### config.mk
export PLATFORM = sky130hd
export DESIGN_NAME = sensor_measurement_sequencer
export DESIGN_NICKNAME = d
export VERILOG_FILES = /design/src/core/sequencer_pkg.sv /design/src/core/sensor_measurement_sequencer.sv
export SDC_FILE = /design/constraint.sdc
export NUM_CORES = 1
export LEC_CHECK = 0
export BUFFER_PORTS_ARGS = -buffer_cell sky130_fd_sc_hd__buf_2
export CORE_MARGIN = 1
export CORE_UTILIZATION = 34
export DETAILED_ROUTE_END_ITERATION = 8
export PLACE_DENSITY_LB_ADDON = 0.15
export SLEW_MARGIN = 20
export SYNTH_ARGS = -nofsm -noshare
export SYNTH_HDL_FRONTEND = slang
export SYNTH_SLANG_ARGS = --single-unit
export TNS_END_PERCENT = 10
### constraint.sdc
create_clock -name aclk -period 7.1 [get_ports aclk]
set_input_delay 0.355 -clock aclk [delete_from_list [all_inputs] [get_ports aclk]]
set_output_delay 0.355 -clock aclk [all_outputs]
set_load 0.05 [all_outputs]
### src/core/sequencer_pkg.sv
// constants, register map and carrier types of the measurement sequencer
// assumes one 20 MHz clock and an AXI4-Lite master for configuration
package sequencer_pkg;
    // ----------------------------------------
    // timing
    // ----------------------------------------
    localparam int CLK_NS = 50;
    localparam int TICK_NS = 1000;
    localparam int TICK_CYCLES = (TICK_NS + CLK_NS - 1) / CLK_NS;
    // ----------------------------------------
    // register map and reset values
    // ----------------------------------------
    localparam logic [7:0] ADDR_CTRL = 8'h00;
    localparam logic [7:0] ADDR_CONFIG = 8'h04;
    localparam logic [7:0] ADDR_SIGNATURE = 8'h08;
    localparam logic [7:0] ADDR_STATUS = 8'h0c;
    localparam logic [7:0] ADDR_RESULT = 8'h10;
    localparam logic CTRL_RESET = 1'b0;
    localparam logic [28:0] CONFIG_RESET = 29'h0;
    localparam logic [15:0] SIGNATURE_RESET = 16'h0000;
    localparam logic [15:0] SIG_SEED = 16'h5a3c;
    localparam logic [15:0] ERROR_CODE = 16'hfe0e; // arbitrary value
    localparam logic [1:0] RESP_OKAY = 2'b00;
    localparam logic [1:0] RESP_SLVERR = 2'b10;
    // ----------------------------------------
    // field limits
    // ----------------------------------------
    localparam logic [3:0] GAIN_MAX = 4'hc;
    localparam logic [3:0] RES1_MIN = 4'h9;
    localparam logic [3:0] RES1_MAX = 4'he;
    localparam logic [3:0] RES2_MIN = 4'hb;
    localparam logic [3:0] RES2_MAX = 4'hf;
    localparam logic [3:0] ANALOG_RES_MAX = 4'hb;
    localparam logic [3:0] PWM_RES_MAX = 4'hc;
    localparam logic [5:0] OFFSET_NEG_LIMIT = 6'h20;
    localparam logic [5:0] OFFSET_NEG_CLAMP = 6'h21;
    // gain times ten, code 12 first
    localparam logic [12:0][15:0] GAIN_X10 = {16'h001c, 16'h0046, 16'h005d,
        16'h008c, 16'h0107, 16'h015e, 16'h020d, 16'h02bc, 16'h041a, 16'h0578,
        16'h0834, 16'h0af0, 16'h1068};
    // offset factor k times 1000, code 12 first
    localparam logic [12:0][15:0] K_X1000 = {16'h00c8, 16'h04e2, 16'h0729,
        16'h0bb8, 16'h04e2, 16'h0729, 16'h04e2, 16'h0729, 16'h04e2, 16'h0729,
        16'h0bb8, 16'h0729, 16'h0bb8};
    // ----------------------------------------
    // types
    // ----------------------------------------
    typedef enum logic [2:0] {
        MUX_OFFSET = 3'b000,
        MUX_BRIDGE = 3'b001,
        MUX_DIODE = 3'b010,
        MUX_BRIDGE_RES = 3'b011,
        MUX_THERMISTOR = 3'b100
    } mux_type;
    typedef enum logic [3:0] {
        ST_IDLE = 4'b0000,
        ST_CHECK = 4'b0001,
        ST_START_AZ = 4'b0010,
        ST_START_P = 4'b0011,
        ST_START_AZT = 4'b0100,
        ST_START_T = 4'b0101,
        ST_P = 4'b0110,
        ST_AZP = 4'b0111,
        ST_AZT = 4'b1000,
        ST_T1 = 4'b1001,
        ST_T2 = 4'b1010,
        ST_ERROR = 4'b1011
    } state_type;
    typedef struct packed {
        logic xzc_en;
        logic diag_high;
        logic [1:0] t2_src;
        logic [1:0] t1_src;
        logic second_temp_enable;
        logic temp_en;
        logic [2:0] plog;
        logic ref_supply;
        logic [3:0] res;
        logic order;
        logic [1:0] range_shift;
        logic [5:0] offset;
        logic [3:0] gain;
    } cfg_type;
    typedef struct packed {
        mux_type tag;
        logic [15:0] count;
    } result_type;
endpackage

### src/core/sensor_measurement_sequencer.sv
// measurement sequencer, converter count logic and diagnostic state
// assumes modulator bit and power-on clear arrive from outside the clock domain
`timescale 1ns/10ps
// Function
// - thirteen gain codes, 420 down to 2,8, from stored configuration
// - six-bit stored offset pre-compensation field drives front end
// - offset code spans -31..31; accuracy only within -20..20
// - offset step scales by gain-dependent factor k
// - multiplexer steps offset, bridge, diode, resistor and thermistor inputs
// - pressure measurements per cycle are a power of two, 1..128
// - one stored bit enables the second temperature measurement
// - start routine: auto-zero and pressure, then temperature if enabled
// - first order: 9..14 bits, about 2^r microseconds
// - second order: stacked, 11..15 bits, about 2^((r+3)/2) microseconds
// - count equals 2^r times ratio plus one minus range shift
// - range shift selectable: 15/16, 7/8, 3/4, 1/2
// - supply reference keeps offset enabled with its code at zero
// - output resolution follows converter up to 11 analog, 12 pwm
// - each measurement handed on as a 16 bit value for correction
// - configuration checked against a signature at initialization
// - register parity checked always; error sets flag and diagnostics
// - results tagged so sensor and temperature terms can be corrected
// - diagnostic forces analog output to extreme and serial error code
module sensor_measurement_sequencer
    import sequencer_pkg::*;
#(
    parameter int tick_cycles = TICK_CYCLES
) (
    input wire logic aclk,
    input wire logic aresetn,
    input wire logic [7:0] s_axi_awaddr,
    input wire logic s_axi_awvalid,
    output logic s_axi_awready,
    input wire logic [31:0] s_axi_wdata,
    input wire logic [3:0] s_axi_wstrb,
    input wire logic s_axi_wvalid,
    output logic s_axi_wready,
    output logic [1:0] s_axi_bresp,
    output logic s_axi_bvalid,
    input wire logic s_axi_bready,
    input wire logic [7:0] s_axi_araddr,
    input wire logic s_axi_arvalid,
    output logic s_axi_arready,
    output logic [31:0] s_axi_rdata,
    output logic [1:0] s_axi_rresp,
    output logic s_axi_rvalid,
    input wire logic s_axi_rready,
    input wire logic power_on_clear,
    input wire logic modulator_bit,
    output logic [3:0] gain_code,
    output logic [15:0] gain_x10,
    output logic offset_enable,
    output logic [5:0] offset_code,
    output logic [15:0] offset_factor,
    output mux_type mux_sel,
    output result_type result,
    output logic result_valid,
    output logic error_flag,
    output logic [10:0] analog_out_code,
    output logic [15:0] serial_word,
    output logic [3:0] analog_res,
    output logic [3:0] pwm_res
);
    // ----------------------------------------
    // synchronisers
    // ----------------------------------------
    logic [1:0] sync_meta;
    logic [1:0] sync_out;
    always_ff @(posedge aclk) begin
        if (!aresetn) begin
            sync_meta <= 2'b00;
            sync_out <= 2'b00;
        end else begin
            sync_meta <= {power_on_clear, modulator_bit};
            sync_out <= sync_meta;
        end
    end
    wire logic poc_s = sync_out[1];
    wire logic mod_s = sync_out[0];

    // ----------------------------------------
    // register file and AXI4-Lite slave
    // ----------------------------------------
    logic run;
    cfg_type cfg;
    logic cfg_par;
    logic [15:0] signature;
    logic sig_par;
    logic aw_hold;
    logic w_hold;
    logic [7:0] aw_addr;
    logic [31:0] w_data;
    logic [3:0] w_strb;
    logic sig_fail;
    state_type state;
    state_type next_state;
    logic conv_active;
    logic [15:0] last_press;

    function automatic logic [31:0] merge(input logic [31:0] old, input logic [31:0] nw,
                                          input logic [3:0] strb);
        logic [31:0] m;
        m = old;
        for (int i = 0; i < 4; i++) begin
            if (strb[i]) begin
                m[i*8 +: 8] = nw[i*8 +: 8];
            end
        end
        return m;
    endfunction

    wire logic wr_go = aw_hold && w_hold && !s_axi_bvalid;
    wire logic wr_ctrl = aw_addr == ADDR_CTRL;
    wire logic wr_cfg = aw_addr == ADDR_CONFIG;
    wire logic wr_sig = aw_addr == ADDR_SIGNATURE;
    wire logic [31:0] cfg_new = merge({3'b000, cfg}, w_data, w_strb);
    wire logic [31:0] sig_new = merge({16'h0000, signature}, w_data, w_strb);
    assign s_axi_awready = !aw_hold && !s_axi_bvalid;
    assign s_axi_wready = !w_hold && !s_axi_bvalid;
    assign s_axi_arready = !s_axi_rvalid;

    always_ff @(posedge aclk) begin
        if (!aresetn) begin
            aw_hold <= 1'b0;
            w_hold <= 1'b0;
            aw_addr <= 8'h00;
            w_data <= 32'h0;
            w_strb <= 4'h0;
            s_axi_bvalid <= 1'b0;
            s_axi_bresp <= RESP_OKAY;
        end else begin
            if (s_axi_awvalid && s_axi_awready) begin
                aw_hold <= 1'b1;
                aw_addr <= s_axi_awaddr;
            end
            if (s_axi_wvalid && s_axi_wready) begin
                w_hold <= 1'b1;
                w_data <= s_axi_wdata;
                w_strb <= s_axi_wstrb;
            end
            if (wr_go) begin
                aw_hold <= 1'b0;
                w_hold <= 1'b0;
                s_axi_bvalid <= 1'b1;
                s_axi_bresp <= (wr_ctrl || wr_cfg || wr_sig) ? RESP_OKAY : RESP_SLVERR;
            end else if (s_axi_bready) begin
                s_axi_bvalid <= 1'b0;
            end
        end
    end

    // parity kept beside the config and signature words, checked every cycle
    always_ff @(posedge aclk) begin
        if (!aresetn) begin
            run <= CTRL_RESET;
            cfg <= CONFIG_RESET;
            cfg_par <= ^CONFIG_RESET;
            signature <= SIGNATURE_RESET;
            sig_par <= ^SIGNATURE_RESET;
        end else if (wr_go) begin
            if (wr_ctrl && w_strb[0]) begin
                run <= w_data[0];
            end
            if (wr_cfg) begin
                cfg <= cfg_new[28:0];
                cfg_par <= ^cfg_new[28:0];
            end
            if (wr_sig) begin
                signature <= sig_new[15:0];
                sig_par <= ^sig_new[15:0];
            end
        end
    end
    wire logic parity_err = ((^cfg) != cfg_par) || ((^signature) != sig_par);

    wire logic [31:0] status_word = {24'h0, conv_active, state, sig_fail, parity_err,
                                     error_flag};
    wire logic rd_ok = s_axi_araddr == ADDR_CTRL || s_axi_araddr == ADDR_CONFIG ||
                       s_axi_araddr == ADDR_SIGNATURE || s_axi_araddr == ADDR_STATUS ||
                       s_axi_araddr == ADDR_RESULT;
    wire logic [31:0] rd_mux =
        (s_axi_araddr == ADDR_CTRL) ? {31'h0, run} :
        (s_axi_araddr == ADDR_CONFIG) ? {3'b000, cfg} :
        (s_axi_araddr == ADDR_SIGNATURE) ? {16'h0000, signature} :
        (s_axi_araddr == ADDR_STATUS) ? status_word :
        (s_axi_araddr == ADDR_RESULT) ? {13'h0, result} : 32'h0;

    always_ff @(posedge aclk) begin
        if (!aresetn) begin
            s_axi_rvalid <= 1'b0;
            s_axi_rdata <= 32'h0;
            s_axi_rresp <= RESP_OKAY;
        end else if (s_axi_arvalid && s_axi_arready) begin
            s_axi_rvalid <= 1'b1;
            s_axi_rdata <= rd_mux;
            s_axi_rresp <= rd_ok ? RESP_OKAY : RESP_SLVERR;
        end else if (s_axi_rready) begin
            s_axi_rvalid <= 1'b0;
        end
    end

    // ----------------------------------------
    // converter count logic
    // ----------------------------------------
    cfg_type cfg_active;
    logic [15:0] tick_cnt;
    logic [16:0] samp;
    logic [15:0] acc1;
    logic [19:0] acc2;
    wire logic [3:0] res_lo = cfg_active.order ? RES2_MIN : RES1_MIN;
    wire logic [3:0] res_hi = cfg_active.order ? RES2_MAX : RES1_MAX;
    wire logic [3:0] r_eff = (cfg_active.res < res_lo) ? res_lo :
                             (cfg_active.res > res_hi) ? res_hi : cfg_active.res;
    wire logic [4:0] r_plus3 = {1'b0, r_eff} + 5'd3;
    wire logic [3:0] e_exp = r_plus3[4:1];
    wire logic [3:0] n_exp = cfg_active.order ? e_exp : r_eff;
    wire logic [16:0] samp_target = 17'h00001 << n_exp;
    wire logic [4:0] sh = {e_exp, 1'b0} - 5'd1 - {1'b0, r_eff};
    wire logic tick = conv_active && tick_cnt == 16'(tick_cycles - 1);
    wire logic conv_done = tick && samp == samp_target - 17'h00001;
    wire logic [15:0] acc1_n = acc1 + {15'h0, mod_s};
    wire logic [19:0] acc2_n = acc2 + {4'h0, acc1_n};
    wire logic [19:0] raw = cfg_active.order ? (acc2_n >> sh) : {4'h0, acc1_n};
    // 1 - range shift is 2^-(4 - code)
    wire logic [2:0] rs_shift = 3'd4 - {1'b0, cfg_active.range_shift};
    wire logic [16:0] offs = (17'h00001 << r_eff) >> rs_shift;
    wire logic [20:0] sum = {1'b0, raw} + {4'h0, offs};
    wire logic [15:0] count = (sum > 21'h00ffff) ? 16'hffff : sum[15:0];

    wire logic meas = !(state == ST_IDLE || state == ST_CHECK || state == ST_ERROR);
    wire logic abort = conv_active && (next_state == ST_IDLE || next_state == ST_ERROR);
    wire logic az_state = state == ST_START_AZ || state == ST_START_AZT ||
                          state == ST_AZP || state == ST_AZT;
    wire logic p_state = state == ST_START_P || state == ST_P;

    function automatic mux_type temp_src(input logic [1:0] s);
        mux_type m;
        case (s)
            2'b00: m = MUX_DIODE;
            2'b01: m = MUX_BRIDGE_RES;
            default: m = MUX_THERMISTOR;
        endcase
        return m;
    endfunction

    wire mux_type start_mux = az_state ? MUX_OFFSET : p_state ? MUX_BRIDGE :
                              (state == ST_T2) ? temp_src(cfg.t2_src) :
                              temp_src(cfg.t1_src);

    // config frozen while a conversion runs, so writes never split one
    always_ff @(posedge aclk) begin
        if (!aresetn) begin
            conv_active <= 1'b0;
            cfg_active <= CONFIG_RESET;
            mux_sel <= MUX_OFFSET;
            samp <= 17'h0;
            acc1 <= 16'h0;
            acc2 <= 20'h0;
        end else if (conv_done || abort) begin
            conv_active <= 1'b0;
        end else if (meas && !conv_active && next_state == state) begin
            conv_active <= 1'b1;
            cfg_active <= cfg;
            mux_sel <= start_mux;
            samp <= 17'h0;
            acc1 <= 16'h0;
            acc2 <= 20'h0;
        end else if (tick) begin
            samp <= samp + 17'h00001;
            acc1 <= acc1_n;
            acc2 <= acc2_n;
        end else if (!conv_active) begin
            cfg_active <= cfg;
        end
    end

    always_ff @(posedge aclk) begin
        if (!aresetn || !conv_active || tick) begin
            tick_cnt <= 16'h0;
        end else begin
            tick_cnt <= tick_cnt + 16'h0001;
        end
    end

    // ----------------------------------------
    // sequencer
    // ----------------------------------------
    logic [7:0] p_cnt;
    state_type after_done;
    wire logic p_last = p_cnt == ((8'h01 << cfg_active.plog) - 8'h01);
    wire logic sig_ok = (cfg[15:0] ^ {3'b000, cfg[28:16]} ^ SIG_SEED) == signature;

    always_comb begin
        after_done = state;
        case (state)
            ST_START_AZ: after_done = ST_START_P;
            ST_START_P: after_done = cfg_active.temp_en ? ST_START_AZT : ST_P;
            ST_START_AZT: after_done = ST_START_T;
            ST_START_T: after_done = ST_P;
            ST_P: after_done = p_last ? ST_AZP : ST_P;
            ST_AZP: after_done = cfg_active.temp_en ? ST_AZT : ST_P;
            ST_AZT: after_done = ST_T1;
            ST_T1: after_done = cfg_active.second_temp_enable ? ST_T2 : ST_P;
            default: after_done = ST_P;
        endcase
    end

    assign next_state = parity_err ? ST_ERROR :
                        poc_s ? ST_IDLE :
                        (state == ST_ERROR) ? ST_ERROR :
                        !run ? ST_IDLE :
                        (state == ST_IDLE) ? ST_CHECK :
                        (state == ST_CHECK) ? (sig_ok ? ST_START_AZ : ST_ERROR) :
                        conv_done ? after_done : state;

    always_ff @(posedge aclk) begin
        if (!aresetn) begin
            state <= ST_IDLE;
            error_flag <= 1'b0;
            sig_fail <= 1'b0;
        end else begin
            state <= next_state;
            error_flag <= next_state == ST_ERROR;
            if (state == ST_CHECK && !sig_ok) begin
                sig_fail <= 1'b1;
            end else if (poc_s) begin
                sig_fail <= 1'b0;
            end
        end
    end

    always_ff @(posedge aclk) begin
        if (!aresetn) begin
            result_valid <= 1'b0;
            result <= '{tag: MUX_OFFSET, count: 16'h0};
            p_cnt <= 8'h00;
            last_press <= 16'h0;
        end else begin
            result_valid <= conv_done;
            if (conv_done) begin
                result <= '{tag: mux_sel, count: count};
                if (mux_sel == MUX_BRIDGE) begin
                    last_press <= count;
                end
                p_cnt <= (state == ST_P && !p_last) ? p_cnt + 8'h01 : 8'h00;
            end
            if (!meas) begin
                p_cnt <= 8'h00;
            end
        end
    end

    // ----------------------------------------
    // front-end settings and outputs
    // ----------------------------------------
    wire logic [3:0] gain_idx = (cfg_active.gain > GAIN_MAX) ? GAIN_MAX : cfg_active.gain;
    wire logic [5:0] off_clamp = (cfg_active.offset == OFFSET_NEG_LIMIT) ?
                                 OFFSET_NEG_CLAMP : cfg_active.offset;
    wire logic [3:0] ares_w = (r_eff > ANALOG_RES_MAX) ? ANALOG_RES_MAX : r_eff;
    wire logic [3:0] pres_w = (r_eff > PWM_RES_MAX) ? PWM_RES_MAX : r_eff;
    wire logic [15:0] press_scaled = last_press >> (r_eff - ares_w);

    always_ff @(posedge aclk) begin
        if (!aresetn) begin
            gain_code <= 4'h0;
            gain_x10 <= 16'h0;
            offset_enable <= 1'b0;
            offset_code <= 6'h00;
            offset_factor <= 16'h0;
            analog_res <= 4'h0;
            pwm_res <= 4'h0;
            analog_out_code <= 11'h000;
            serial_word <= 16'h0;
        end else begin
            gain_code <= gain_idx;
            gain_x10 <= GAIN_X10[gain_idx];
            offset_factor <= K_X1000[gain_idx];
            offset_enable <= cfg_active.xzc_en || cfg_active.ref_supply;
            offset_code <= cfg_active.ref_supply ? 6'h00 : off_clamp;
            analog_res <= ares_w;
            pwm_res <= pres_w;
            if (error_flag) begin
                analog_out_code <= cfg_active.diag_high ? 11'h7ff : 11'h000;
                serial_word <= ERROR_CODE;
            end else begin
                analog_out_code <= press_scaled[10:0];
                serial_word <= last_press;
            end
        end
    end
endmodule

==> flow_summary.ini <==
[run_status]
status = finished clean

[pwr]
combPwrFrac_pct = 5.3
p_leak_nw = 8.879
swShare_pct = 23.56
switching_power_mw = 1.072
p_per_area_nw_per_um2 = 202.3
ir_worst_vdd_mv = 0.1632
clockPowerShare_pct = 51.3
internal_power_mw = 3.479
power_mw = 4.551
seq_power_share_pct = 43.4

[setup_path]
crit_arrival_ns = 7.26
critPathLaunchType = flop
critPathKind = flop to flop
path_max_fanout = 8
critPathBufInv = 3
crit_slowest_cell = fa_2
critPathMaxStageDelay_ns = 0.38
cp_data_required_time_ns = 7.56
end_kind = flop
cp_top_family = compound AO/OA/AOI/OAI gates

[drt]
wire_per_inst_um = 17.95
first_pass_iters = 5
first_iter_violations = 915
ant_nets = 0
route.detailed.drc = 0
viasPerCell = 5.241
wl_um = 58810
num_vias = 17180

[synthesis]
synth_area_leader_cell = dfxtp_1
synth-seq-area-share_pct = 36.69
synth_seq_cells = 343
yosys_warnings = 0
postSynth.asyncResetShare_pct = 0
synthTopCellsByArea = dfxtp_1, a21oi_1, nand2_1
synth_ff_type = dfxtp_1
synth_cells = 2363
yosysUniqueCellTypes = 96
synth-edff-count = 0
mappedNetlistArea_um2 = 18720
avgSynthCellArea_um2 = 7.920
yosysTopAreaCellShare_pct = 36.69

[layout]
drive_gt1_share_pct = 15.54
area.growth.synth_to_final_pct = 20.21
multi_input_area_um2 = 11190
regArea_um2 = 6869
postLayoutCoreUtil_pct = 41.56
fin_nets = 2668
most-common-layout-cells = nand2_1, dfxtp_1, a21oi_1, nor2_1, buf_2
final_common_cell = nand2_1
nFillCells = 5518

[floorplan]
die_w_um = 236.6
pin_count = 204
rows = 85
coreArea_um2 = 54130
die_h_um = 236.6
die_area_um2 = 55990
start_util_pct = 34.57

[global_routing]
grt_antenna_before_repair = 1
grt_pass1_wl_um = 91570
grt_start_max_net_pins = 148
grt_pass1_vias = 16510
overflow = 0
grt_use_total_pct = 20.34

[sta]
max_slew_margin_pct = 30.48
tns_ns = 0
setup_slack_ns = 0.2982
clock_skew_ns = 0.03776
min_period_ns = 6.802
worstMarginPinSlew_ns = 1.041
min_period_over_period_pct = 95.80
setup_viol = 0
drv_slew = 0
hold_viol = 0
max_freq_mhz = 147.0

[cts]
cts_buffer_depth = 3
cts_sinks = 343
numCtsBuffers = 41
clock_latency_ns = 0.58
htreeDepth = 2
root_buffer = clkbuf_16
cts_tree = yes
clk_pin_slew_ns = 0.06

[placed_design]
gp_congestion = 0.9116
dp_slack_ns = -0.2943
dpl.hpwl_um = 42190
numPortBuffers = 187

[run]
drv_cap = 0

[min_path]
hp-class = input port to flop
registers in the layout, summed over array words and instances, names as in the netlist, 6 cells and up:
name,cells
acc1,16
acc2,20
offset_factor,9
signature,16
gain_x10,13
w_data,29
result,19
samp,17
cfg,29
p_cnt,8
cfg_active,25
aw_addr,8
last_press,16
offset_code,6
serial_word,16
analog_out_code,11
s_axi_rdata,29
tick_cnt,16
worst min-delay path: cells and delay by family:
kind | cells | cell delay, ns
AND/OR/NAND/NOR | 1 | 0.05
buffers and inverters | 1 | 0.10
AO/OA/AOI/OAI | 1 | 0.05
path summary, 6_finish.rpt:
path | endpoint | startpoint | slack [ns] | cells past startpoint
hold / removal | w_data[9] | s_axi_wdata[9] | 0.02 | 3
setup reg to reg | last_press[6] | acc1[0] | 0.30 | 37
setup / recovery | last_press[6] | acc1[0] | 0.30 | 37
hold reg to reg | aw_addr[6] | aw_addr[6] | 0.45 | 2
cell usage after synthesis (8+ instances only):
master,number
ha_1,57
buf_4,21
and3_1,30
nand3b_1,10
inv_1,49
xnor2_1,147
nand2_1,344
a222oi_1,8
clkbuf_1,109
o21bai_1,9
a21o_1,21
o211ai_1,13
xor2_1,54
o31ai_1,8
and2_1,27
or3_1,16
buf_2,16
nor4_1,19
nand2b_1,14
a22oi_1,8
a21oi_1,271
o22ai_1,15
a211oi_1,15
nor2b_1,16
nand4_1,11
mux2i_1,70
nor3_1,63
o221ai_1,10
nand3_1,90
nor2_1,227
dfxtp_1,343
buf_1,9
o21ai_0,89
a31oi_1,25
per-layer routing:
layer	vias up	wire [µm]	track usage, %
met2	395	28640	35.34
met5	-	0	0
li1	8577	-	-
met1	8108	25970	25.50
met4	0	1742	7.241
met3	96	2459	2.903
per-stage QoR:
step / std cells / instance area [µm²] / hold slack, ns
CTS: 3266 / 22190 / 0.0009042
global placement: 3160 / 20360 / 0.4420
finish: 3277 / 22500 / 0.02096
global route: 3276 / 22500 / 0.02202
floorplan: 2377 / 18770 / 0.4119
detailed placement: 3160 / 20360 / 0.4449
area by class of cell:
| type | count | share of cell area [%] |
|---|---|---|
| repair buffers | 287 | 8.270 |
| well taps | 696 | 3.871 |
| inverters | 52 | 0.8898 |
| diodes | 1 | 0.01112 |
| flip-flops and latches | 343 | 30.53 |
| clock inverters | 19 | 1.502 |
| clock buffers | 56 | 5.172 |
| multi-input cells | 1823 | 49.75 |
power groups by stage:
| stage | sequential [mW] | combinational (mW) | clock (mW) |
|---|---|---|---|
| 2_1_floorplan | 2.03 | 0.160 | 0 |
| 3_3_place_gp | 2.02 | 0.229 | 0 |
| 3_5_place_dp | 2.02 | 0.230 | 0 |
| 4_1_cts | 1.98 | 0.243 | 2.40 |
| 5_1_grt | 1.98 | 0.264 | 2.47 |
| 6_report | 1.98 | 0.241 | 2.33 |
timing repair:
item / CTS / global route
hold buffers: 31 / 0
endpoints found under the setup margin: 32 / 85
endpoints found under the hold margin: 31 / 0
setup buffers: 0 / 7
gates resized for setup: 5 / 45
cloned: 0 / 3
pin swaps: 1 / 21
cell families after synthesis:
kind of cell,share of synthesized area (%)
simple gates,22.48
buf+inv,4.880
xor+xnor,9.527
fa+ha+maj,4.025
mux,4.406
other cells,0.02004
flops,36.69
compound gates,17.97
(Power assumes the default switching activity.)
